### config.mk
export PLATFORM = sky130hd
export DESIGN_NAME = dfm_cfg_top
export DESIGN_NICKNAME = d
export VERILOG_FILES = /design/src/inc/dfm_pkg.sv /design/src/design/dfm_fail_gate.sv /design/src/design/dfm_cfg_top.sv
export SDC_FILE = /design/constraint.sdc
export NUM_CORES = 1
export LEC_CHECK = 0
export ABC_AREA = 1
export BUFFER_PORTS_ARGS = -buffer_cell sky130_fd_sc_hd__buf_2
export CAP_MARGIN = 25
export CORE_UTILIZATION = 40
export DETAILED_ROUTE_END_ITERATION = 8
export GPL_ROUTABILITY_DRIVEN = 0
export PLACE_DENSITY = 0.87
export SLEW_MARGIN = 10
export SYNTH_ARGS = -nofsm -noshare
export SYNTH_HDL_FRONTEND = slang
export SYNTH_SLANG_ARGS = --single-unit
### constraint.sdc
create_clock -name clk_i -period 1.3 [get_ports clk_i]
set_input_delay 0.13 -clock clk_i [delete_from_list [all_inputs] [get_ports clk_i]]
set_output_delay 0.13 -clock clk_i [all_outputs]
set_load 0.005 [all_outputs]
### src/inc/dfm_pkg.sv
// package with register map, field positions, reset values and decode constants
`default_nettype none
package dfm_pkg;
    // register indices as printed; byte address is four times the index
    localparam logic [11:0] DFM_IDX_MAXPH_LO = 12'h10b; // max phase low byte
    localparam logic [11:0] DFM_IDX_MAXPH_HI = 12'h10c; // max phase high byte
    localparam logic [11:0] DFM_IDX_MASK     = 12'h10d; // failure mask
    localparam logic [11:0] DFM_IDX_STATUS   = 12'h1f0; // decoded status, read only
    localparam logic [13:0] DFM_ADR_MAXPH_LO = {DFM_IDX_MAXPH_LO, 2'b00};
    localparam logic [13:0] DFM_ADR_MAXPH_HI = {DFM_IDX_MAXPH_HI, 2'b00};
    localparam logic [13:0] DFM_ADR_MASK     = {DFM_IDX_MASK, 2'b00};
    localparam logic [13:0] DFM_ADR_STATUS   = {DFM_IDX_STATUS, 2'b00};
    // reset values
    localparam logic [15:0] DFM_MAXPH_RST = 16'h0000;
    localparam logic [7:0]  DFM_MASK_RST  = 8'h87;
    // mask field positions
    localparam int DFM_SW_GST  = 7;
    localparam int DFM_SW_CFM  = 6;
    localparam int DFM_SW_SCM  = 5;
    localparam int DFM_SW_LOS  = 4;
    localparam int DFM_HO_GST  = 3;
    localparam int DFM_HO_CFM  = 2;
    localparam int DFM_HO_SCM  = 1;
    localparam int DFM_HO_LOS  = 0;
    // decode constants, step in units of 0.1 us
    localparam logic [15:0] DFM_MAXPH_SAT  = 16'h03e8; // 1000 -> 100 us
    localparam logic [15:0] DFM_STEP_ZERO  = 16'h0064; // 100 tenths = 10 us
    // number of selectable references
    localparam int DFM_NREF = 11;
endpackage
`default_nettype wire

### src/design/dfm_fail_gate.sv
// per-reference failure gating and selection of the active reference
`default_nettype none
module dfm_fail_gate
    import dfm_pkg::*;
(
    input  wire logic [DFM_NREF-1:0] gst_fail_i,   // guard soak timer failures
    input  wire logic [DFM_NREF-1:0] cfm_fail_i,   // coarse frequency failures
    input  wire logic [DFM_NREF-1:0] scm_fail_i,   // single cycle failures
    input  wire logic [DFM_NREF-1:0] los_fail_i,   // signal loss, active high
    input  wire logic [3:0]          ref_sel_i,    // selected reference index
    input  wire logic [7:0]          mask_i,       // failure mask register
    output logic                     switch_req_o, // switch request
    output logic                     hold_req_o    // holdover request
);
    logic [DFM_NREF-1:0] sel_vec; // one-hot of selected reference
    logic [3:0]          sel_fail; // gst,cfm,scm,los of selected reference

    // one-hot decode, failures of unselected references drop out
    genvar g;
    generate
        for (g = 0; g < DFM_NREF; g++) begin : g_sel
            assign sel_vec[g] = (ref_sel_i == 4'(g));
        end
    endgenerate

    // pick the selected reference's failures
    always_comb begin
        sel_fail[3] = |(gst_fail_i & sel_vec);
        sel_fail[2] = |(cfm_fail_i & sel_vec);
        sel_fail[1] = |(scm_fail_i & sel_vec);
        sel_fail[0] = |(los_fail_i & sel_vec);
    end

    // switch decision from the upper mask nibble
    always_comb begin
        switch_req_o = (sel_fail[3] & mask_i[DFM_SW_GST])
                     | (sel_fail[2] & mask_i[DFM_SW_CFM])
                     | (sel_fail[1] & mask_i[DFM_SW_SCM])
                     | (sel_fail[0] & mask_i[DFM_SW_LOS]);
    end

    // holdover decision from the lower mask nibble
    always_comb begin
        hold_req_o = (sel_fail[3] & mask_i[DFM_HO_GST])
                   | (sel_fail[2] & mask_i[DFM_HO_CFM])
                   | (sel_fail[1] & mask_i[DFM_HO_SCM])
                   | (sel_fail[0] & mask_i[DFM_HO_LOS]);
    end
endmodule
`default_nettype wire

### src/design/dfm_cfg_top.sv
// first pll channel max-phase and failure-mask registers with wishbone slave
`default_nettype none
module dfm_cfg_top
    import dfm_pkg::*;
(
    input  wire logic                clk_i,           // system clock, 125 MHz
    input  wire logic                rst_i,           // synchronous reset, active high
    // classic wishbone slave
    input  wire logic                cyc_i,           // bus cycle
    input  wire logic                stb_i,           // strobe
    input  wire logic                we_i,            // write enable
    input  wire logic [15:0]         adr_i,           // byte address
    input  wire logic [3:0]          sel_i,           // byte selects
    input  wire logic [31:0]         dat_i,           // write data
    output logic      [31:0]         dat_o,           // read data
    output logic                     ack_o,           // acknowledge
    // monitor failures per reference, from logic on this clock
    input  wire logic [DFM_NREF-1:0] gst_fail_i,      // guard soak timer failures
    input  wire logic [DFM_NREF-1:0] cfm_fail_i,      // coarse frequency failures
    input  wire logic [DFM_NREF-1:0] scm_fail_i,      // single cycle failures
    input  wire logic [DFM_NREF-1:0] los_fail_i,      // external signal loss
    input  wire logic [3:0]          ref_sel_i,       // selected reference
    // outputs to the channel
    output logic                     switch_req_o,    // reference switch request
    output logic                     hold_req_o,      // holdover request
    output logic      [15:0]         max_step_o,      // max phase step, 0.1 us units
    output logic      [15:0]         max_phase_o,     // raw max phase setting
    output logic      [7:0]          mask_o           // raw failure mask
);
    logic [15:0] maxph_r;    // max phase setting
    logic [7:0]  mask_r;     // failure mask
    logic [15:0] step_r;     // decoded step
    logic [15:0] step_nxt;   // decoded step next value
    logic        ack_r;      // ack register
    logic [31:0] rdat_r;     // read data register
    logic [31:0] rdat_nxt;   // read mux
    logic        req;        // new request this cycle
    logic        wr_lo;      // write to low byte
    logic        wr_hi;      // write to high byte
    logic        wr_mask;    // write to mask
    logic        sw_c;       // combinational switch request
    logic        ho_c;       // combinational holdover request
    logic        sw_r;       // registered switch request
    logic        ho_r;       // registered holdover request

    // request accepted once per cycle, ack drops the cycle after
    assign req     = cyc_i & stb_i & ~ack_r;
    assign wr_lo   = req & we_i & sel_i[0] & (adr_i[13:0] == DFM_ADR_MAXPH_LO);
    assign wr_hi   = req & we_i & sel_i[0] & (adr_i[13:0] == DFM_ADR_MAXPH_HI);
    assign wr_mask = req & we_i & sel_i[0] & (adr_i[13:0] == DFM_ADR_MASK);

    // ack one cycle after request, every address answered
    always_ff @(posedge clk_i) begin
        if (rst_i) begin
            ack_r <= 1'b0;
        end else begin
            ack_r <= req;
        end
    end
    assign ack_o = ack_r;

    // max phase register, two byte addresses
    always_ff @(posedge clk_i) begin
        if (rst_i) begin
            maxph_r <= DFM_MAXPH_RST;
        end else begin
            if (wr_lo) begin
                maxph_r[7:0] <= dat_i[7:0];
            end
            if (wr_hi) begin
                maxph_r[15:8] <= dat_i[7:0];
            end
        end
    end

    // failure mask register, written as is (software keeps bits 3:1 legal)
    always_ff @(posedge clk_i) begin
        if (rst_i) begin
            mask_r <= DFM_MASK_RST;
        end else if (wr_mask) begin
            mask_r <= dat_i[7:0];
        end
    end

    // decode the max phase step in tenths of a microsecond
    always_comb begin
        if (maxph_r == 16'h0000) begin
            step_nxt = DFM_STEP_ZERO;
        end else if (maxph_r <= DFM_MAXPH_SAT) begin
            step_nxt = maxph_r;
        end else begin
            step_nxt = DFM_MAXPH_SAT;
        end
    end

    // decoded step register; larger steps are only a slope limit hint
    always_ff @(posedge clk_i) begin
        if (rst_i) begin
            step_r <= DFM_STEP_ZERO;
        end else begin
            step_r <= step_nxt;
        end
    end

    // read mux, unmapped addresses read zero
    always_comb begin
        rdat_nxt = 32'h0000_0000;
        unique case (adr_i[13:0])
            DFM_ADR_MAXPH_LO: begin
                rdat_nxt = {24'h00_0000, maxph_r[7:0]};
            end
            DFM_ADR_MAXPH_HI: begin
                rdat_nxt = {24'h00_0000, maxph_r[15:8]};
            end
            DFM_ADR_MASK: begin
                rdat_nxt = {24'h00_0000, mask_r};
            end
            DFM_ADR_STATUS: begin
                rdat_nxt = {14'h0, ho_r, sw_r, step_r};
            end
            default: begin
                rdat_nxt = 32'h0000_0000;
            end
        endcase
    end

    // read data register captured with the request
    always_ff @(posedge clk_i) begin
        if (rst_i) begin
            rdat_r <= 32'h0000_0000;
        end else if (req) begin
            rdat_r <= rdat_nxt;
        end
    end
    assign dat_o = rdat_r;

    // failure gating
    dfm_fail_gate u_gate (
        .gst_fail_i   (gst_fail_i),
        .cfm_fail_i   (cfm_fail_i),
        .scm_fail_i   (scm_fail_i),
        .los_fail_i   (los_fail_i),
        .ref_sel_i    (ref_sel_i),
        .mask_i       (mask_r),
        .switch_req_o (sw_c),
        .hold_req_o   (ho_c)
    );

    // register the requests
    always_ff @(posedge clk_i) begin
        if (rst_i) begin
            sw_r <= 1'b0;
            ho_r <= 1'b0;
        end else begin
            sw_r <= sw_c;
            ho_r <= ho_c;
        end
    end

    assign switch_req_o = sw_r;
    assign hold_req_o   = ho_r;
    assign max_step_o   = step_r;
    assign max_phase_o  = maxph_r;
    assign mask_o       = mask_r;

    // assertions
    // the bus checks lean on the one-cycle answer: a request taken at one edge
    // shows ack for exactly the next cycle and read data until the next request, and a write has already
    // landed in the register by the time ack is seen
    // the gating checks only look at references 0..10; a select of 11..15 picks
    // nothing, so both requests must stay low then
    // the forbidden holdover pattern is the writer's duty and is stored as is,
    // so the mask checks only demand that the written byte lands and holds
    // everything is one cycle late because the requests and the step are flops

    // a taken request is answered in the next cycle
    a_ack_after_req: assert property (@(posedge clk_i) disable iff (rst_i)
        req |=> ack_o)
        else $error("request not acknowledged");

    // no strobe, no answer
    a_no_ack_idle: assert property (@(posedge clk_i) disable iff (rst_i)
        !(cyc_i && stb_i) |=> !ack_o)
        else $error("ack without a request");

    // ack always follows a strobed cycle
    a_ack_needs_cyc: assert property (@(posedge clk_i) disable iff (rst_i)
        ack_o |-> $past(cyc_i && stb_i))
        else $error("ack not preceded by a strobe");

    // high byte write lands
    a_hi_write_lands: assert property (@(posedge clk_i) disable iff (rst_i)
        wr_hi |=> (max_phase_o[15:8] == $past(dat_i[7:0])))
        else $error("high byte write lost");

    // low byte write leaves the high byte alone
    a_lo_keeps_hi: assert property (@(posedge clk_i) disable iff (rst_i)
        (wr_lo && !wr_hi) |=> (max_phase_o[15:8] == $past(max_phase_o[15:8])))
        else $error("low byte write disturbed high byte");

    // high byte write leaves the low byte alone
    a_hi_keeps_lo: assert property (@(posedge clk_i) disable iff (rst_i)
        (wr_hi && !wr_lo) |=> (max_phase_o[7:0] == $past(max_phase_o[7:0])))
        else $error("high byte write disturbed low byte");

    // setting holds without a write
    a_maxph_hold: assert property (@(posedge clk_i) disable iff (rst_i)
        (!wr_lo && !wr_hi) |=> (max_phase_o == $past(max_phase_o)))
        else $error("max phase changed without a write");

    // a write without the low byte select leaves the max phase setting alone
    a_wr_no_sel: assert property (@(posedge clk_i) disable iff (rst_i)
        (req && we_i && !sel_i[0]) |=> (max_phase_o == $past(max_phase_o)))
        else $error("write without byte select landed");

    // low byte read returns the setting
    a_rd_lo: assert property (@(posedge clk_i) disable iff (rst_i)
        (req && !we_i && adr_i[13:0] == DFM_ADR_MAXPH_LO) |=> (dat_o[7:0] == $past(maxph_r[7:0])))
        else $error("low byte read wrong");

    // high byte read returns the setting
    a_rd_hi: assert property (@(posedge clk_i) disable iff (rst_i)
        (req && !we_i && adr_i[13:0] == DFM_ADR_MAXPH_HI) |=> (dat_o[7:0] == $past(maxph_r[15:8])))
        else $error("high byte read wrong");

    // mask read returns the mask
    a_rd_mask: assert property (@(posedge clk_i) disable iff (rst_i)
        (req && !we_i && adr_i[13:0] == DFM_ADR_MASK) |=> (dat_o == {24'h00_0000, $past(mask_r)}))
        else $error("mask read wrong");

    // read data stands until the next request
    a_rdat_hold: assert property (@(posedge clk_i) disable iff (rst_i)
        !req |=> (dat_o == $past(dat_o)))
        else $error("read data changed without a request");

    // an unmapped read returns zero
    a_unmapped_zero: assert property (@(posedge clk_i) disable iff (rst_i)
        (req && !we_i && adr_i[13:0] == 14'h0440) |=> (dat_o == 32'h0000_0000))
        else $error("unmapped read not zero");

    // defaults right after reset
    a_rst_defaults: assert property (@(posedge clk_i) disable iff (rst_i)
        $fell(rst_i) |-> (max_phase_o == 16'h0000 && mask_o == 8'h87 && max_step_o == 16'h0064))
        else $error("reset defaults wrong");

    // decoded step never zero and never above the saturation point
    a_step_in_range: assert property (@(posedge clk_i) disable iff (rst_i)
        (max_step_o != 16'h0000 && max_step_o <= 16'h03e8))
        else $error("decoded step out of range");

    // mask holds without a write
    a_mask_hold: assert property (@(posedge clk_i) disable iff (rst_i)
        !wr_mask |=> (mask_o == $past(mask_o)))
        else $error("mask changed without a write");

    // guard soak failure gated into switching
    a_sw_gst_gate: assert property (@(posedge clk_i) disable iff (rst_i)
        (ref_sel_i < 4'hb && gst_fail_i[ref_sel_i] && mask_r[7]) |=> switch_req_o)
        else $error("guard soak failure did not request switch");

    // coarse frequency failure gated into switching
    a_sw_cfm_gate: assert property (@(posedge clk_i) disable iff (rst_i)
        (ref_sel_i < 4'hb && cfm_fail_i[ref_sel_i] && mask_r[6]) |=> switch_req_o)
        else $error("coarse frequency failure did not request switch");

    // single cycle failure gated into switching
    a_sw_scm_gate: assert property (@(posedge clk_i) disable iff (rst_i)
        (ref_sel_i < 4'hb && scm_fail_i[ref_sel_i] && mask_r[5]) |=> switch_req_o)
        else $error("single cycle failure did not request switch");

    // coarse frequency failure gated into holdover
    a_ho_cfm_gate: assert property (@(posedge clk_i) disable iff (rst_i)
        (ref_sel_i < 4'hb && cfm_fail_i[ref_sel_i] && mask_r[2]) |=> hold_req_o)
        else $error("coarse frequency failure did not force holdover");

    // single cycle failure gated into holdover
    a_ho_scm_gate: assert property (@(posedge clk_i) disable iff (rst_i)
        (ref_sel_i < 4'hb && scm_fail_i[ref_sel_i] && mask_r[1]) |=> hold_req_o)
        else $error("single cycle failure did not force holdover");

    // external signal loss gated into holdover
    a_ho_los_gate: assert property (@(posedge clk_i) disable iff (rst_i)
        (ref_sel_i < 4'hb && los_fail_i[ref_sel_i] && mask_r[0]) |=> hold_req_o)
        else $error("signal loss did not force holdover");

    // no reference selected, no switch
    a_sw_unsel_quiet: assert property (@(posedge clk_i) disable iff (rst_i)
        (ref_sel_i >= 4'hb) |=> !switch_req_o)
        else $error("switch with no reference selected");

    // no reference selected, no holdover
    a_ho_unsel_quiet: assert property (@(posedge clk_i) disable iff (rst_i)
        (ref_sel_i >= 4'hb) |=> !hold_req_o)
        else $error("holdover with no reference selected");

    // no failure anywhere, both requests low
    a_no_fail_quiet: assert property (@(posedge clk_i) disable iff (rst_i)
        (gst_fail_i == '0 && cfm_fail_i == '0 && scm_fail_i == '0 && los_fail_i == '0) |=> !switch_req_o && !hold_req_o)
        else $error("request without any failure");

    // failures of other references are ignored
    a_sw_only_sel: assert property (@(posedge clk_i) disable iff (rst_i)
        (ref_sel_i < 4'hb && !gst_fail_i[ref_sel_i] && !cfm_fail_i[ref_sel_i] && !scm_fail_i[ref_sel_i] && !los_fail_i[ref_sel_i]) |=> !switch_req_o && !hold_req_o)
        else $error("unselected reference failure acted on");

    // status read shows both requests and the step
    a_status_read: assert property (@(posedge clk_i) disable iff (rst_i)
        (req && !we_i && adr_i[13:0] == DFM_ADR_STATUS) |=> (dat_o == {14'h0, $past(ho_r), $past(sw_r), $past(step_r)}))
        else $error("status read wrong");

    a_ack_one_cycle: assert property (@(posedge clk_i) disable iff (rst_i)
        ack_o |=> !ack_o)
        else $error("ack held longer than one cycle");
    a_step_zero_dec: assert property (@(posedge clk_i) disable iff (rst_i)
        (maxph_r == 16'h0000) |=> (max_step_o == 16'h0064))
        else $error("zero setting not decoded to 10 us");
    a_step_mid_dec: assert property (@(posedge clk_i) disable iff (rst_i)
        (maxph_r != 16'h0000 && maxph_r <= 16'h03e8) |=> (max_step_o == $past(maxph_r)))
        else $error("mid setting decode wrong");
    a_step_sat_dec: assert property (@(posedge clk_i) disable iff (rst_i)
        (maxph_r > 16'h03e8) |=> (max_step_o == 16'h03e8))
        else $error("setting not saturated");
    a_lo_write_lands: assert property (@(posedge clk_i) disable iff (rst_i)
        wr_lo |=> (max_phase_o[7:0] == $past(dat_i[7:0])))
        else $error("low byte write lost");
    a_mask_write_lands: assert property (@(posedge clk_i) disable iff (rst_i)
        wr_mask |=> (mask_o == $past(dat_i[7:0])))
        else $error("mask write lost");
    a_sw_los_gate: assert property (@(posedge clk_i) disable iff (rst_i)
        (los_fail_i[ref_sel_i] && mask_r[4] && ref_sel_i < 4'hb) |=> switch_req_o)
        else $error("signal loss did not request switch");
    a_ho_gst_gate: assert property (@(posedge clk_i) disable iff (rst_i)
        (gst_fail_i[ref_sel_i] && mask_r[3] && ref_sel_i < 4'hb) |=> hold_req_o)
        else $error("guard soak failure did not force holdover");
    a_ho_none_quiet: assert property (@(posedge clk_i) disable iff (rst_i)
        (mask_r[3:0] == 4'h0) |=> !hold_req_o)
        else $error("holdover with all holdover bits masked");
    a_sw_none_quiet: assert property (@(posedge clk_i) disable iff (rst_i)
        (mask_r[7:4] == 4'h0) |=> !switch_req_o)
        else $error("switch with all switch bits masked");
endmodule
`default_nettype wire

==> Word level (Yosys, flattened, before mapping) <==
Index checks and enable logic that the tools add are counted.
Widths: inputs -> output; s select.
{ "totals": {"reg_bits": 75, "output_inout_bits": 75, "word_cells": 61} }
{ "op_classes": {"order_cmp": 1, "n_eq_ne": 14, "muxes": 2, "n_bitwise": 27, "n_reduce_logical": 8} }
{ "ops": {"columns": ["op", "n"], "rows": [
  ["$pmux 18 s4", 1],
  ["$eq 14x11->1 const B", 4],
  ["$and 11x11->11", 4],
  ["$reduce_or 11->1", 4],
  ["$eq 4x3->1 const B", 4],
  ["$le 16x10->1 const B", 1],
  ["$logic_not 16->1", 1],
  ["$and 1x1->1", 15],
  ["$eq 4x4->1 const B", 3],
  ["$mux 10", 1],
  ["$eq 4x2->1 const B", 2],
  ["$or 1x1->1", 6],
  ["$eq 4x1->1 const B", 1],
  ["$logic_not 4->1", 1],
  ["$reduce_or 3->1", 1],
  ["$not 1->1", 2],
  ["$reduce_or 2->1", 1]
]} }

==> Depth between registers and ports, before layout <==
Gate-level depths: netlist of the first run.
{ "logic_depth": {"word_depth": 7, "ltp_mapped": 11, "depth_no_buf": 11} }

==> Modules after synthesis <==
Synthesis of the first run repeated with hierarchy kept, for this count alone.
{ "hier_totals": {"hier_cells": 470, "area_unflattened_um2": 3333.2} }
{ "modules_own_cells": {"columns": ["module", "n_inst", "cells_each", "area_each_um2", "seq_area_each_um2"], "rows": [
  ["dfm_cfg_top", 1, 346, 2750.1, 1221.2],
  ["dfm_fail_gate", 1, 124, 583.1, 0.0]
]} }

==> Worst setup path before layout of the first run <==
Ideal clock, no wire load.
{ "synth_path": {"path_kind": "register -> register", "start": "register ack_r (netlist: ack_o)", "end": "register mask_r[5] (netlist: mask_o[5])", "setup_ns": 0.118, "arrival_time_ns": 1.157, "path_slack_ns": 0.024, "path_stages_with_launch": 8, "n_path_buf": 1, "synth_period_minus_slack_ns": 1.276, "path_cell_list": "dfxtp_1 nor2_2 nand3_1 inv_2 nand2_1 buf_6 o21ai_1 a21oi_1"} }
{ "synth_between": {"elab_chain_len": 5} }
{ "synth_rtl": {"columns": ["item", "line_no", "text"], "rows": [
  ["from (decl)", "dfm_cfg_top.sv:34", "logic ack_r;"],
  ["from (signal assigned)", "dfm_cfg_top.sv:57", "ack_r <= req;"],
  ["$not 1->1", "dfm_cfg_top.sv:47", "assign req = cyc_i & stb_i & ~ack_r;"],
  ["$and 1x1->1", "dfm_cfg_top.sv:47", null],
  ["$and 1x1->1 (3 in series)", "dfm_cfg_top.sv:50", "assign wr_mask = req & we_i & sel_i[0] & (adr_i[13:0] == DFM_ADR_MASK);"],
  ["to (signal assigned)", "dfm_cfg_top.sv:81", "mask_r <= dat_i[7:0];"],
  ["to (decl)", "dfm_cfg_top.sv:31", "logic [7:0] mask_r;"]
]} }
Every way passes these cells.
A chain may end at the register's enable or synchronous reset.

==> Final worst setup path of the first run <==
{ "layout_path": {"start": "register maxph_r[12] (netlist: max_phase_o[12])", "end": "register step_r[3] (netlist: max_step_o[3])"} }
{ "layout_between": {"elab_chain_len": 2} }
{ "layout_rtl": {"columns": ["item", "line_no", "text"], "rows": [
  ["from (decl)", "dfm_cfg_top.sv:30", "logic [15:0] maxph_r;"],
  ["from (signal assigned)", "dfm_cfg_top.sv:71", "maxph_r[15:8] <= dat_i[7:0];"],
  ["$le 16x10->1 / $logic_not 16->1 (equally long branches)", "dfm_cfg_top.sv:89, dfm_cfg_top.sv:87", null],
  ["$mux 10 / $reduce_or 2->1 (equally long branches)", null, null],
  ["to (signal assigned)", "dfm_cfg_top.sv:101", "step_r <= step_nxt;"],
  ["to (decl)", "dfm_cfg_top.sv:32", "logic [15:0] step_r;"]
]} }
Parallel ways exist; a longest one is shown, timed or not.

==> results.json, run 1 <==
{
  "status": "complete, but fails checks",
  "violations": "setup timing",
  "synthesis.area_um2": 3230,
  "finalHoldViolCount": 0,
  "final.min_clock_period_ns": 1.33,
  "coreArea_um2": 7770,
  "drive_gt1_frac": 0.396,
  "antenna_found_initial": 0,
  "first_pass_iters": 5,
  "seq_area_frac_synth": 0.378,
  "clkTransAtPathRegs_ns": 0.07,
  "worstSetupEndpointType": "flip-flop",
  "cp_data_arrival_time_ns": 1.56,
  "ctsHtreeMaxLevel": 3,
  "cts_tree": "yes",
  "ys_types": 30,
  "grtUsageTotal": 0.243,
  "wire_per_inst_um": 14.0,
  "synth_edf_count": 0,
  "drc": 0,
  "vias": 3801,
  "path_max_fanout": 8,
  "tns_ns": -0.0626,
  "clk_latency_ns": 0.34,
  "drtAntennaViolNets": 0,
  "port_buffers": 136,
  "leakage_uw": 0.00229,
  "rsz0062_at_grt": "yes",
  "initial_utilization": 0.416,
  "vias_per_cell": 5.10,
  "setup_ws_ns": -0.0271,
  "hold_path_class": "primary input to flip-flop",
  "fin_nets": 746,
  "cts_buffers": 9,
  "timing_worst_setup_path_type": "flip-flop to flip-flop",
  "async_reset_ff_frac": 0,
  "syn2layout_area_growth_pct": 39.1,
  "fp.dieH_um": 91.8,
  "final-max-slew-violation-count": 0,
  "finalClockSkew_ns": 0.0100,
  "synth_top_area_frac": 0.378,
  "dieArea_um2": 8430,
  "grt_pass1_vias": 3467,
  "fp.dieW_um": 91.8,
  "grt_pass1_wl_um": 16100,
  "pre_cts_ws_ns": -0.171,
  "drt-initial-drc-count": 196,
  "dpl.hpwl_um": 7870,
  "ir_drop_uv": 741,
  "startpoint_type": "flip-flop",
  "io_pins": 180,
  "avgSynthCellArea_um2": 7.08,
  "clockBufferDepth": 2,
  "setup_viol": 7,
  "yosysMostFrequentCell": "nand2_1",
  "place_area_um2": 4200,
  "final_cell_area_um2": 4490,
  "hold_buffers": 0,
  "yosys_warnings": 0,
  "root_buffer": "clkbuf_8",
  "routed_wl_um": 10400,
  "critPathRequiredTime_ns": 1.53,
  "grt-ovfl-total": 0,
  "fmax_mhz": 754,
  "post-route-util": 0.578,
  "power_density_nw_per_um2": 859,
  "ys_seq_elements": 61,
  "core.rowCount": 32,
  "synthFlopType": "dfxtp_1",
  "diodes": 0,
  "synth_area_leaders": "dfxtp_1 (38%), nand2_1 (11%), nand3_1 (10%)",
  "yosysTopAreaCell": "dfxtp_1",
  "synth_common_cells": "nand2_1 (91), nand3_1 (65), dfxtp_1 (61)",
  "clkSinkCount": 61,
  "fin_crit_sh": 1.02,
  "finalPower_uw": 3860,
  "grt_max_degree": 30,
  "syn_inst": 456,
  "maxCapViolations": 0
}
[cells by family (layout without fill, tap and decap cells)]
group | count (synthesis) | in the layout | synth area share
simple gates | 231 | 231 | 0.349
other cells | 1 | 20 | 0.00116
flops | 61 | 61 | 0.378
buf+inv | 74 | 243 | 0.119
compound gates | 89 | 89 | 0.153
[path summary, 6_finish.rpt]
path	end	from	slack, ns	cells after the start
worst min-delay path	max_phase_o[7]	dat_i[7]	0.07	3
worst max register to register	max_step_o[3]	max_phase_o[12]	-0.03	7
worst max-delay path	max_step_o[3]	max_phase_o[12]	-0.03	7
worst min register to register	dat_o[12]	max_step_o[12]	0.46	2
[sequential cells by signal, summed over array words and instances, names as in the netlist]
| register | flops |
|---|---|
| dat_o | 18 |
| max_phase_o | 16 |
| max_step_o | 16 |
| mask_o | 8 |
| ack_o | 1 |
| hold_req_o | 1 |
| switch_req_o | 1 |
[layout make-up]
| type | count | area, um2 |
|---|---|---|
| Clock buffer | 12 | 155 |
| Sequential cell | 61 | 1230 |
| Timing Repair Buffer | 183 | 1050 |
| Clock inverter | 2 | 10.0 |
| Fill cell | 708 | 3280 |
| Tap cell | 102 | 128 |
| Inverter | 46 | 174 |
| Multi-Input combinational cell | 340 | 1750 |
[timing repair]
action | 4_1_cts | 5_1_grt
setup buffers | 4 | 3
setup endpoints to repair | 21 | 33
resized for setup | 6 | 27
pin swaps | 1 | 6
[per-stage QoR]
step           hold WS [ns]  instances
2_1_floorplan         0.199        475
3_3_place_gp          0.417        725
3_5_place_dp          0.421        725
4_1_cts              0.0616        743
5_1_grt              0.0643        746
6_report             0.0703        746
[power by group]
part	internal (uW)	switching [uW]	total, uW
clock	768	685	1450
combinational	200	280	480
sequential	1910	19.0	1930
[per-layer routing]
layer / global-route usage / share of wire
met5: 0 / 0
met4: 0.0938 / 0.026
met3: 0.0622 / 0.076
met2: 0.410 / 0.49
met1: 0.296 / 0.41
[worst max-delay path: stages, from the launching register on]
cell	delay [ns]
dfxtp_2	0.32
inv_2	0.05
nand4_1	0.12
nor3_2	0.20
buf_4	0.15
nand2_2	0.13
o21ai_0	0.19
inv_1	0.06
[layout by cell type (no fill, tap or decap), drive strengths merged]
master	n
nand4	6
nor3	13
clkbuf	12
nand2	95
clkinv	3
inv	45
nor2	48
nor3b	1
a21oi	36
conb	20
o211ai	4
buf	183
nand3	66
o21ai	49
nand3b	1
nor4	1
dfxtp	61
Power figures use the tool's default switching activity.
==> inputs of run 2 (changes only) <==
CORE_ASPECT_RATIO = 1.5   (was default)
==> run 2 against run 1 <==
Against the previous run:
- the run still ends with setup timing left
- worst setup slack worse by 0.062 ns
- sequential share of layout area decreased by 0.74 points
- register-to-register slack got worse by 0.06 ns
- fmax down 4.5%
- sequential power is essentially flat
- final area increased by 2.7%
- non-clock buffer count shrank 7
- sequential cell count did not move
- hold slack about the same
- largest power group is now clock
==> results.json, run 2 (synthesis gave the netlist of run 1 again) <==
{
  "status": "complete, but fails checks",
  "violations": "setup timing",
  "root_buffer": "clkbuf_16",
  "grt_max_degree": 30,
  "antenna_found_initial": 0,
  "first_pass_iters": 5,
  "grt_pass1_vias": 3679,
  "timing_worst_setup_path_type": "flip-flop to flip-flop",
  "hold_buffers": 0,
  "dieArea_um2": 8440,
  "ff_latch_area_um2": 1220,
  "final_common_cell": "buf_2",
  "largest_register_ffs": 18,
  "critPathRequiredTime_ns": 1.52,
  "setup_ws_ns": -0.0895,
  "drive_gt1_frac": 0.401,
  "fmax_mhz": 720,
  "place_area_um2": 4180,
  "port_buffers": 136,
  "grt-ovfl-total": 0,
  "dpl.hpwl_um": 8190,
  "tns_ns": -0.608,
  "path_max_fanout": 4,
  "maxCapViolations": 0,
  "clk_latency_ns": 0.33,
  "clkSinkCount": 61,
  "vias": 3882,
  "finalClockSkew_ns": 0.00700,
  "ctsHtreeMaxLevel": 3,
  "rsz0062_at_grt": "yes",
  "io_pins": 180,
  "core.rowCount": 39,
  "grtUsageTotal": 0.253,
  "syn2layout_area_growth_pct": 42.9,
  "setup_viol": 9,
  "drt-initial-drc-count": 212,
  "initial_utilization": 0.419,
  "drtAntennaViolNets": 0,
  "clkTransAtPathRegs_ns": 0.05,
  "n_fill_cell": 684,
  "mostFrequentLayoutCells": "buf_2 (136), nand2_1 (86), nand3_1 (63)",
  "fin_nets": 739,
  "diodes": 0,
  "finalHoldViolCount": 0,
  "cts_buffers": 9,
  "finalPower_uw": 4570,
  "final_cell_area_um2": 4610,
  "ir_drop_uv": 792,
  "fp.dieW_um": 75.4,
  "startpoint_type": "flip-flop",
  "power_density_nw_per_um2": 991,
  "worstSetupEndpointType": "flip-flop",
  "final-max-slew-violation-count": 0,
  "drc": 0,
  "fin_crit_sh": 1.07,
  "vias_per_cell": 5.24,
  "routed_wl_um": 11200,
  "grt_pass1_wl_um": 16000,
  "leakage_uw": 0.00233,
  "hold_path_class": "primary input to flip-flop",
  "wire_per_inst_um": 15.1,
  "coreArea_um2": 7710,
  "fp.dieH_um": 112,
  "cts_tree": "yes",
  "cp_data_arrival_time_ns": 1.61,
  "clockBufferDepth": 2,
  "multiInputGateArea_um2": 1780,
  "final.min_clock_period_ns": 1.39
}
==> run 2: layer usage <==
| layer | GRT usage | vias up | routed length [um] |
|---|---|---|---|
| met3 | 0.0485 | 53 | 786 |
| met5 | 0 | - | 0 |
| met4 | 0.154 | 0 | 643 |
| met2 | 0.490 | 223 | 5880 |
| met1 | 0.224 | 1768 | 3850 |
| li1 | - | 1838 | - |
==> run 2: timing repair <==
action	CTS	global route
gates resized for setup	10	38
endpoints found under the setup margin	29	32
pin swaps	2	7
hold endpoints to repair	0	0
buffers inserted	0	3
cloned	0	1
==> run 2: power breakdown <==
part / internal, uW / switching (uW)
Sequential: 1910 / 22.6
Clock: 1330 / 820
Combinational: 201 / 289
==> run 2: area by class of cell <==
class / instances / share of cell area
multi-input cells: 340 / 0.386
repair buffers: 176 / 0.222
flip-flops and latches: 61 / 0.266
clock buffers: 10 / 0.0518
inverters: 46 / 0.0385
well taps: 102 / 0.0277
clock inverters: 6 / 0.00841
==> run 2: worst paths after layout <==
kind / slack [ns] / cells past startpoint / startpoint / end
setup / recovery: -0.09 / 9 / max_phase_o[14] / max_step_o[7]
hold / removal: 0.07 / 3 / dat_i[7] / max_phase_o[7]
setup reg to reg: -0.09 / 9 / max_phase_o[14] / max_step_o[7]
hold reg to reg: 0.46 / 2 / max_step_o[8] / dat_o[8]
==> run 2: critical path, cell delays in order (launching register included) <==
cell,delay [ns]
dfxtp_1,0.32
inv_2,0.06
nand4_1,0.10
nor3_2,0.23
buf_4,0.17
nand3_2,0.08
nand2_2,0.11
inv_2,0.06
o21ai_1,0.09
inv_1,0.06
==> run 2: per-stage QoR <==
stage	hold WS, ns	cells	setup slack [ns]	utilization
finish	0.0701	741	-0.0895	0.598
global route	0.0898	741	-0.135	0.598
CTS	0.0676	737	0.00380	0.581
detailed placement	0.408	721	-0.139	0.542
global placement	0.398	721	-0.0832	0.542
floorplan	0.199	475	0.0244	-
